===== src/logic/chan_switch_pkg.sv =====
package chan_switch_pkg;
    // =====================================================
    // slave address
    // =====================================================
    // upper fixed address bits: value arbitrary, chosen locally
    localparam logic [3:0] ADDR_FIXED = 4'hE;
    // =====================================================
    // control byte layout
    // =====================================================
    localparam int SEL_LOW_POS = 0;
    localparam int SEL_HIGH_POS = 1;
    localparam int SEL_EN_POS = 2;
    localparam int IRQ_LSB_POS = 4;
    localparam logic [2:0] CTRL_RESET = 3'h0;
    localparam logic [3:0] NO_LANE = 4'h0;
    // =====================================================
    // serial bus timing
    // =====================================================
    localparam int CLK_MHZ = 100;
    localparam int MAX_SCL_KHZ = 400;
    localparam int SCL_PERIOD_CYCLES = CLK_MHZ * 1000 / MAX_SCL_KHZ;
    localparam logic [2:0] BIT_LAST = 3'h7;
endpackage


===== src/logic/chan_switch.sv =====
// Summary of operation
// - upstream pair joins at most one downstream pair, chosen by control register
// - four downstream lanes, each clock and data, any one switchable upstream
// - interrupt output is the AND of the four active-low lane inputs
// - reset clears control register and bus state, all lanes disconnected
// - last address bit one means read, zero means write
// - after address acknowledge, written data byte goes into control register
// - several written bytes: only the last one is kept
// - control register is writable and readable over the upstream bus
// - three strap inputs form the low address bits, eight devices per bus
// - each lane interrupt input is asserted when low
// - bus interface works from zero up to 400 kHz serial clock
// - bit 2 clear selects none; bit 2 set selects lane given by bits 1..0
// - new lane selection takes effect only after a stop condition
// - read returns lane interrupt states in bits 4..7, bit 4 for lane 0
module chan_switch (
    input wire logic CLOCK, // system clock, 100 MHz
    input wire logic RSTN, // asynchronous reset, active low
    input wire logic SCL_IN, // upstream clock level seen on the wire
    input wire logic SDA_IN, // upstream data level seen on the wire
    output logic SDA_OE_N, // low while the device pulls data low
    output logic SDA_OUT, // data drive value, always 0
    input wire logic [2:0] ADDR_STRAP, // addr_strap_bit_two..zero
    input wire logic [3:0] IRQ_LANE_N, // irq_lane_three_n..zero_n
    output logic IRQ_OUT_N, // combined interrupt, active low
    output logic [3:0] LANE_CONNECT // one-hot connection enable, bit n for lane n
);
    typedef enum logic [2:0] {IDLE, ADDR, ADDR_ACK, WR_DATA, WR_ACK, RD_DATA, RD_ACK}
        state_t;

    // =====================================================
    // input synchronisers
    // =====================================================
    logic [1:0] scl_sync_q, sda_sync_q;
    logic [2:0] strap_s1_q, strap_s2_q;
    logic [3:0] irq_s1_q, irq_s2_q;
    logic scl_prev_q, sda_prev_q;

    always_ff @(posedge CLOCK or negedge RSTN) begin
        if (!RSTN) begin
            scl_sync_q <= 2'h3;
            sda_sync_q <= 2'h3;
            strap_s1_q <= 3'h0;
            strap_s2_q <= 3'h0;
            irq_s1_q <= 4'hF;
            irq_s2_q <= 4'hF;
            scl_prev_q <= 1'b1;
            sda_prev_q <= 1'b1;
        end else begin
            scl_sync_q <= {scl_sync_q[0], SCL_IN};
            sda_sync_q <= {sda_sync_q[0], SDA_IN};
            strap_s1_q <= ADDR_STRAP;
            strap_s2_q <= strap_s1_q;
            irq_s1_q <= IRQ_LANE_N;
            irq_s2_q <= irq_s1_q;
            scl_prev_q <= scl_sync_q[1];
            sda_prev_q <= sda_sync_q[1];
        end
    end

    wire scl = scl_sync_q[1];
    wire sda = sda_sync_q[1];
    wire scl_rise = scl && !scl_prev_q;
    wire scl_fall = !scl && scl_prev_q;
    wire start_seen = scl && scl_prev_q && sda_prev_q && !sda;
    wire stop_seen = scl && scl_prev_q && !sda_prev_q && sda;

    // =====================================================
    // byte engine
    // =====================================================
    state_t state_q, state_d;
    logic [2:0] bit_q, bit_d;
    logic [7:0] shift_q, shift_d;
    logic [2:0] ctrl_q, ctrl_d;
    logic pend_q, pend_d;
    logic full_q, full_d; // eight bits of the current byte are in
    logic [3:0] lane_q, lane_d;
    logic oe_n_q, oe_n_d;

    wire [7:0] rx_byte = {shift_q[6:0], sda};
    wire addr_hit = shift_q[7:1] == {chan_switch_pkg::ADDR_FIXED, strap_s2_q};
    wire [7:0] rd_byte = {irq_s2_q, 1'b0, ctrl_q};
    wire [3:0] lane_dec = ctrl_q[chan_switch_pkg::SEL_EN_POS] ?
        4'h1 << ctrl_q[chan_switch_pkg::SEL_HIGH_POS:chan_switch_pkg::SEL_LOW_POS] :
        chan_switch_pkg::NO_LANE;

    always_comb begin
        state_d = state_q;
        bit_d = bit_q;
        shift_d = shift_q;
        ctrl_d = ctrl_q;
        pend_d = pend_q;
        full_d = full_q;
        lane_d = lane_q;
        oe_n_d = oe_n_q;
        if (stop_seen) begin
            state_d = IDLE;
            oe_n_d = 1'b1;
            if (pend_q) begin
                lane_d = lane_dec;
                pend_d = 1'b0;
            end
        end else if (start_seen) begin
            state_d = ADDR;
            bit_d = 3'h0;
            full_d = 1'b0;
            oe_n_d = 1'b1;
        end else begin
            case (state_q)
                IDLE: oe_n_d = 1'b1;
                ADDR, WR_DATA: begin
                    if (scl_rise) begin
                        shift_d = rx_byte;
                        bit_d = bit_q + 3'h1;
                        if (bit_q == chan_switch_pkg::BIT_LAST) begin
                            full_d = 1'b1;
                        end
                    end
                    // a byte is taken on the falling edge after its eighth bit
                    if (scl_fall && full_q) begin
                        full_d = 1'b0;
                        if (state_q == ADDR) begin
                            if (addr_hit) begin
                                state_d = ADDR_ACK;
                                oe_n_d = 1'b0;
                            end else begin
                                state_d = IDLE;
                            end
                        end else begin
                            ctrl_d = shift_q[2:0];
                            pend_d = 1'b1;
                            state_d = WR_ACK;
                            oe_n_d = 1'b0;
                        end
                    end
                end
                ADDR_ACK, WR_ACK: begin
                    if (scl_fall) begin
                        bit_d = 3'h0;
                        shift_d = 8'h0;
                        if (state_q == ADDR_ACK && shift_q[0]) begin
                            state_d = RD_DATA;
                            shift_d = rd_byte;
                            oe_n_d = rd_byte[7];
                        end else begin
                            state_d = WR_DATA;
                            oe_n_d = 1'b1;
                        end
                    end
                end
                RD_DATA: begin
                    if (scl_fall) begin
                        if (bit_q == chan_switch_pkg::BIT_LAST) begin
                            state_d = RD_ACK;
                            oe_n_d = 1'b1;
                        end else begin
                            bit_d = bit_q + 3'h1;
                            shift_d = {shift_q[6:0], 1'b0};
                            oe_n_d = shift_q[6];
                        end
                    end
                end
                RD_ACK: begin
                    // master not acknowledging ends the read
                    if (scl_rise && sda) begin
                        state_d = IDLE;
                    end
                    // acknowledged: next byte drives its first bit from this falling edge
                    if (scl_fall) begin
                        state_d = RD_DATA;
                        bit_d = 3'h0;
                        shift_d = rd_byte;
                        oe_n_d = rd_byte[7];
                    end
                end
                default: state_d = IDLE;
            endcase
        end
    end

    always_ff @(posedge CLOCK or negedge RSTN) begin
        if (!RSTN) begin
            state_q <= IDLE;
            bit_q <= 3'h0;
            shift_q <= 8'h0;
            ctrl_q <= chan_switch_pkg::CTRL_RESET;
            pend_q <= 1'b0;
            lane_q <= chan_switch_pkg::NO_LANE;
            oe_n_q <= 1'b1;
            full_q <= 1'b0;
        end else begin
            state_q <= state_d;
            bit_q <= bit_d;
            shift_q <= shift_d;
            ctrl_q <= ctrl_d;
            pend_q <= pend_d;
            lane_q <= lane_d;
            oe_n_q <= oe_n_d;
            full_q <= full_d;
        end
    end

    // =====================================================
    // outputs
    // =====================================================
    assign SDA_OUT = 1'b0;
    assign SDA_OE_N = oe_n_q;
    assign LANE_CONNECT = lane_q;
    assign IRQ_OUT_N = &irq_s2_q;
endmodule


===== config.mk =====
export PLATFORM = sky130hd
export DESIGN_NAME = chan_switch
export DESIGN_NICKNAME = d
export VERILOG_FILES = /design/src/logic/chan_switch_pkg.sv /design/src/logic/chan_switch.sv
export SDC_FILE = /design/constraint.sdc
export NUM_CORES = 1
export LEC_CHECK = 0
export BUFFER_PORTS_ARGS = -buffer_cell sky130_fd_sc_hd__buf_2
export CAP_MARGIN = 0
export CORE_ASPECT_RATIO = 1.4
export CORE_MARGIN = 5
export CORE_UTILIZATION = 35
export CTS_BUF_LIST = sky130_fd_sc_hd__clkbuf_8 sky130_fd_sc_hd__clkbuf_16
export DETAILED_ROUTE_END_ITERATION = 10
export MAX_ROUTING_LAYER = met4
export PLACE_DENSITY = 0.61
export SLEW_MARGIN = 20
export SYNTH_ARGS = -nofsm -noshare
export SYNTH_HDL_FRONTEND = slang
export SYNTH_SLANG_ARGS = --single-unit

===== constraint.sdc =====
create_clock -name CLOCK -period 4.05 [get_ports CLOCK]
set_clock_uncertainty 0.05 [all_clocks]
set_input_delay 0.405 -clock CLOCK [delete_from_list [all_inputs] [get_ports CLOCK]]
set_output_delay 0.405 -clock CLOCK [all_outputs]
set_load 0.005 [all_outputs]

## Word level (Yosys, flattened, before mapping)

Index checks and enable logic that the tools add are counted.

- $add $sub $neg: 1
- Magnitude comparators: 0
- Shifts and indexed selects: 1
- Equality and inequality tests: 27
- Divide/modulo/power cells: 0
- Reduce and logical (&&, ||, !) cells: 35
- $mul: 0
- Muxes and demuxes: 47
- Bitwise gates (word level): 3

Operator list:

| operator | count |
|---|---|
| 8-bit two-way mux | 6 |
| 3-bit two-way mux | 15 |
| 8-bit case mux with 4 select lines | 1 |
| 1-bit two-way mux | 20 |
| 4-bit inequality test, second input constant | 5 |
| 6-bit AND reduction | 3 |
| 3-bit case mux with 5 select lines | 1 |
| 3-bit == test, second input constant | 4 |
| 2-bit inequality test, second input constant | 6 |
| 3-bit inequality test, second input constant | 4 |
| 4-bit AND reduction | 3 |
| 1-bit logical AND | 10 |
| 5-bit inequality test, second input constant | 2 |
| 3-bit case mux with 3 select lines | 1 |
| 8-bit AND reduction | 1 |
| 4-bit nonzero test | 2 |
| 7-bit == test | 1 |
| 7-bit nonzero test | 1 |
| 3-bit by 2-bit == test with 1-bit output, second input constant | 2 |
| 2-bit nonzero test | 3 |
| 3-bit nonzero test | 2 |
| 1-bit case mux with 5 select lines | 1 |
| 5-bit AND reduction | 1 |
| 1-bit zero test | 4 |
| other kinds (12) | 15 |

- Bits in read-only memories: 0
- Latch bits: 0
- Word-level logic and storage cells: 130
- RAM bits: 0
- Register bits after elaboration: 44
- Memories kept: 0

## Depth between registers and ports, before layout

- Depth after elaboration: 8
- Mapped depth: 7

## Worst setup path after synthesis

Ideal clock, no wire load.

- Kind: reg-to-reg
- From: register bit_q[0]
- To: register bit_q[0]
- Slack: 2.355 ns
- Path buffers: 1
- Stages on the path, launching flop included: 8
- Period minus slack after synthesis: 1.695 ns
- Data arrival time: 1.516 ns
- Cell sequence: dfrtp_1 ha_1 ha_1 o21ai_0 a32oi_4 buf_6 nand3_2 o31ai_1

- Cells in the longest elaborated chain, start to end: 5
- Elaborated cells on any way between the ends: 9
- Classes of those cells: 1 x add/sub; 2 x eq/ne; 5 x mux; 1 x reduce/logical

RTL lines:

| item | line | text |
|---|---|---|
| from (decl) | chan_switch.sv:72 | `logic [2:0] bit_q, bit_d;` |
| from (signal assigned) | chan_switch.sv:193 | `bit_q <= bit_d;` |
| 3-bit by 1-bit adder with 3-bit output | chan_switch.sv:114, chan_switch.sv:157 |  |
| 3-bit two-way mux | chan_switch.sv:153 | `if (bit_q == chan_switch_pkg::BIT_LAST) begin` |
| 3-bit two-way mux | chan_switch.sv:152 | `if (scl_fall) begin` |
| 3-bit case mux with 3 select lines | chan_switch.sv:109 | `case (state_q)` |
| 3-bit two-way mux | chan_switch.sv:103 | `end else if (start_seen) begin` |

Several ways; a longest one is shown, not always the timed one. The select of a mux whose other input is x is not followed.
A chain may end at the register's enable or synchronous reset.

## Worst setup path after layout

- From: register bit_q[0]
- To: register shift_q[2]

- Cells in the longest elaborated chain, start to end: 3

RTL lines:

| item | line | text |
|---|---|---|
| 3-bit == test | chan_switch.sv:153 |  |
| 2-bit inequality test (no source line) | n/a |  |
| 8-bit AND reduction (no source line) | n/a |  |
| to (signal assigned) | chan_switch.sv:194 | `shift_q <= shift_d;` |
| to (decl) | chan_switch.sv:73 | `logic [7:0] shift_q, shift_d;` |

Every way passes these cells.

==> results.cfg <==
[outcome]
status = finished clean

[sta]
finalSetupTns_ns = 0
fmax_mhz = 504
slew_headroom_pct = 38.4
setup_viol = 0
rsz0062_at_grt = no
post-route-min-period_ns = 1.98
whs_ns = 0.150
final-max-slew-violation-count = 0
period_share_pct = 49.0
tightest_slew_ns = 0.925
final-hold-violation-count = 0
fin_ws_ns = 2.07

[finish]
syn_to_final_growth_pct = 9.92
mostFrequentLayoutCells = dfrtp_1 (29), nand2_1 (20), o21ai_0 (18)
seqCellArea_um2 = 1120
multiInputGateArea_um2 = 808
fin_area_um2 = 2230
drive_above_1_share_pct = 29.3
fin_nets = 203
layout_commonest_cell = dfrtp_1
diodes = 0
fillers = 534

[place]
routabilityCongestion = 0.840
io_buffers = 16
hpwl_um = 2630
dpl-instance-area_um2 = 2120
place_ws_ns = 2.05

[power_and_ir_drop]
p_leak_nw = 0.959
power_density_nw_per_um2 = 623
ir_drop_mv = 0.262

[critical_path]
crit_path_start_kind = flip-flop
crit_path_max_incr_delay_ns = 0.65
setup.worst_path.end_class = flip-flop
cp_cell_sequence = ha_1, ha_1, o21ai_0, a32oi_4, o21ai_0
r2r_slack_ns = 2.07
worst-path-buf-inv = 0
rr_worst_depth = 5
slowest_stage = a32oi_4
worstPathRequired_ns = 4.15
reg2reg_from = bit_q[0]
r2r_end = shift_q[2]
critPathKind = reg -> reg
critical-path-top-delay-family = compound AO/OA/AOI/OAI gates
critPathArrivalTime_ns = 2.08
crit_fanout = 22

[yosys]
ys.flop_type = dfrtp_1
syn_area_per_cell_um2 = 11.3
synth-edff-count = 0
syn-num-nets = 192
ys_ff_latch = 44
async_flop_share_pct = 100
yosys_warnings = 0
ys_seq_area_share_pct = 55.1
synth_cell_type_count = 48
synth_area_um2 = 2030
synthCells = 179

[route]
drt_iter0_drc = 52
wl_um = 3780
route.detailed.drc = 0
antenna_left = 0
drtPass1Iterations = 4
vias = 1372
avgRoutedWirePerCell_um = 14.6
via_per_inst = 5.30

[global_route]
grt_use_met3_pct = 2.30
grt_pass1_vias = 1430
busiest_layer = met2
grt_overflow_total = 0
met1_usage_pct = 16.2
grt_pass1_wl_um = 6930
antenna_found_initial = 0
grtUsageMet2_pct = 17.9
grt_start_max_net_pins = 45
gr-usage-all-layers_pct = 12.1

[die]
initial_core_util_pct = 36.5
die-area_um2 = 7450
die_w_um = 74.4
rows = 32
die_h_um = 100
io_pins = 18
core_um2 = 5570

[clock_network]
cts_tree = built
cts_buffers = 5
worstSkewPairLatency_ns = 0.29
cts_max_path_buffers = 2
clockRootBuffer = clkbuf_8
path_clk_slew_ns = 0.09
clock_sinks = 44
cts_hold_buf = 0
cts_max_level = 2
cts_resized = 0
cts_setup_buffers = 0

[min_path]
min_path_cells = 1
hp-start = IRQ_LANE_N[3]
holdPathEnd = irq_s1_q[3]
hp-class = in -> reg

[job]
maxCapViolCount = 0
[power by group]
part           leakage, nW  switching, mW  total (mW)  internal [mW]
sequential           0.537          0.121       0.643          0.522
combinational        0.363          0.224       0.407          0.183
clock               0.0583          0.155       0.341          0.186
[area by class of cell]
type / instances / area share, %
inverter: 6 / 1.01
timing repair buffer: 16 / 3.59
tap: 68 / 3.81
clock buffer: 5 / 3.08
multi-input combinational: 117 / 36.2
clock inverter: 3 / 2.13
sequential: 44 / 50.2
[per-stage QoR]
stage               util, %  instances  power, mW
finish                 40.1        259       1.39
global placement       38.0        251       1.05
CTS                    40.1        259       1.41
floorplan                 -        179      0.997
detailed placement     38.0        251       1.06
global route           40.1        259       1.50
[cells by family after synthesis]
family	synth area share [%]
AND/OR/NAND/NOR	15.1
adder cells (fa/ha/maj)	1.23
AO/OA/AOI/OAI	18.3
buffers and inverters	5.05
XOR/XNOR	1.73
multiplexers	3.27
other	0.185
flip-flops	55.1
[synthesized netlist by cell type, types with 3 or more instances]
library cell  count  area (µm²)
nand2_1          20        75.1
nand3b_1          4        30.0
buf_2             7        35.0
dfrtp_1          29         726
mux2_2            5        56.3
a21oi_1           7        35.0
a32oi_1           7        61.3
o21ai_0          18        90.1
nand3_1           5        25.0
inv_1             6        22.5
nor2_1            4        15.0
buf_6             3        33.8
dfstp_2          15         394
nor2b_1           4        25.0
xor2_1            4        35.0
o21ai_2           3        26.3
[worst max-delay path by stage]
stage	cells past startpoint	endpoint	start	slack (ns)
floorplan	7	bit_q[0]	bit_q[0]	2.36
global placement	5	shift_q[4]	bit_q[0]	2.15
detailed placement	5	shift_q[1]	bit_q[0]	2.05
CTS	5	shift_q[2]	bit_q[0]	2.06
global route	3	shift_q[2]	state_q[0]	1.85
finish	5	shift_q[2]	bit_q[0]	2.07
[flip-flops by register name, summed over array words and instances, names as in the netlist]
register      count
sda_sync_q        2
ctrl_q            3
strap_s2_q        3
scl_sync_q        2
pend_q            1
state_q           3
full_q            1
irq_s2_q          4
bit_q             3
scl_prev_q        1
shift_q           8
SDA_OE_N          1
sda_prev_q        1
irq_s1_q          4
strap_s1_q        3
LANE_CONNECT      4
[layer usage]
metal | part of all wire [%] | wire length [µm] | vias up
li1 | - | - | 659
met1 | 46 | 1730 | 689
met2 | 50 | 1890 | 18
met3 | 2.5 | 94 | 6
met4 | 1.8 | 68 | 0
met5 | 0 | 0 | -
Note: power is estimated with default switching activity, not from simulation.
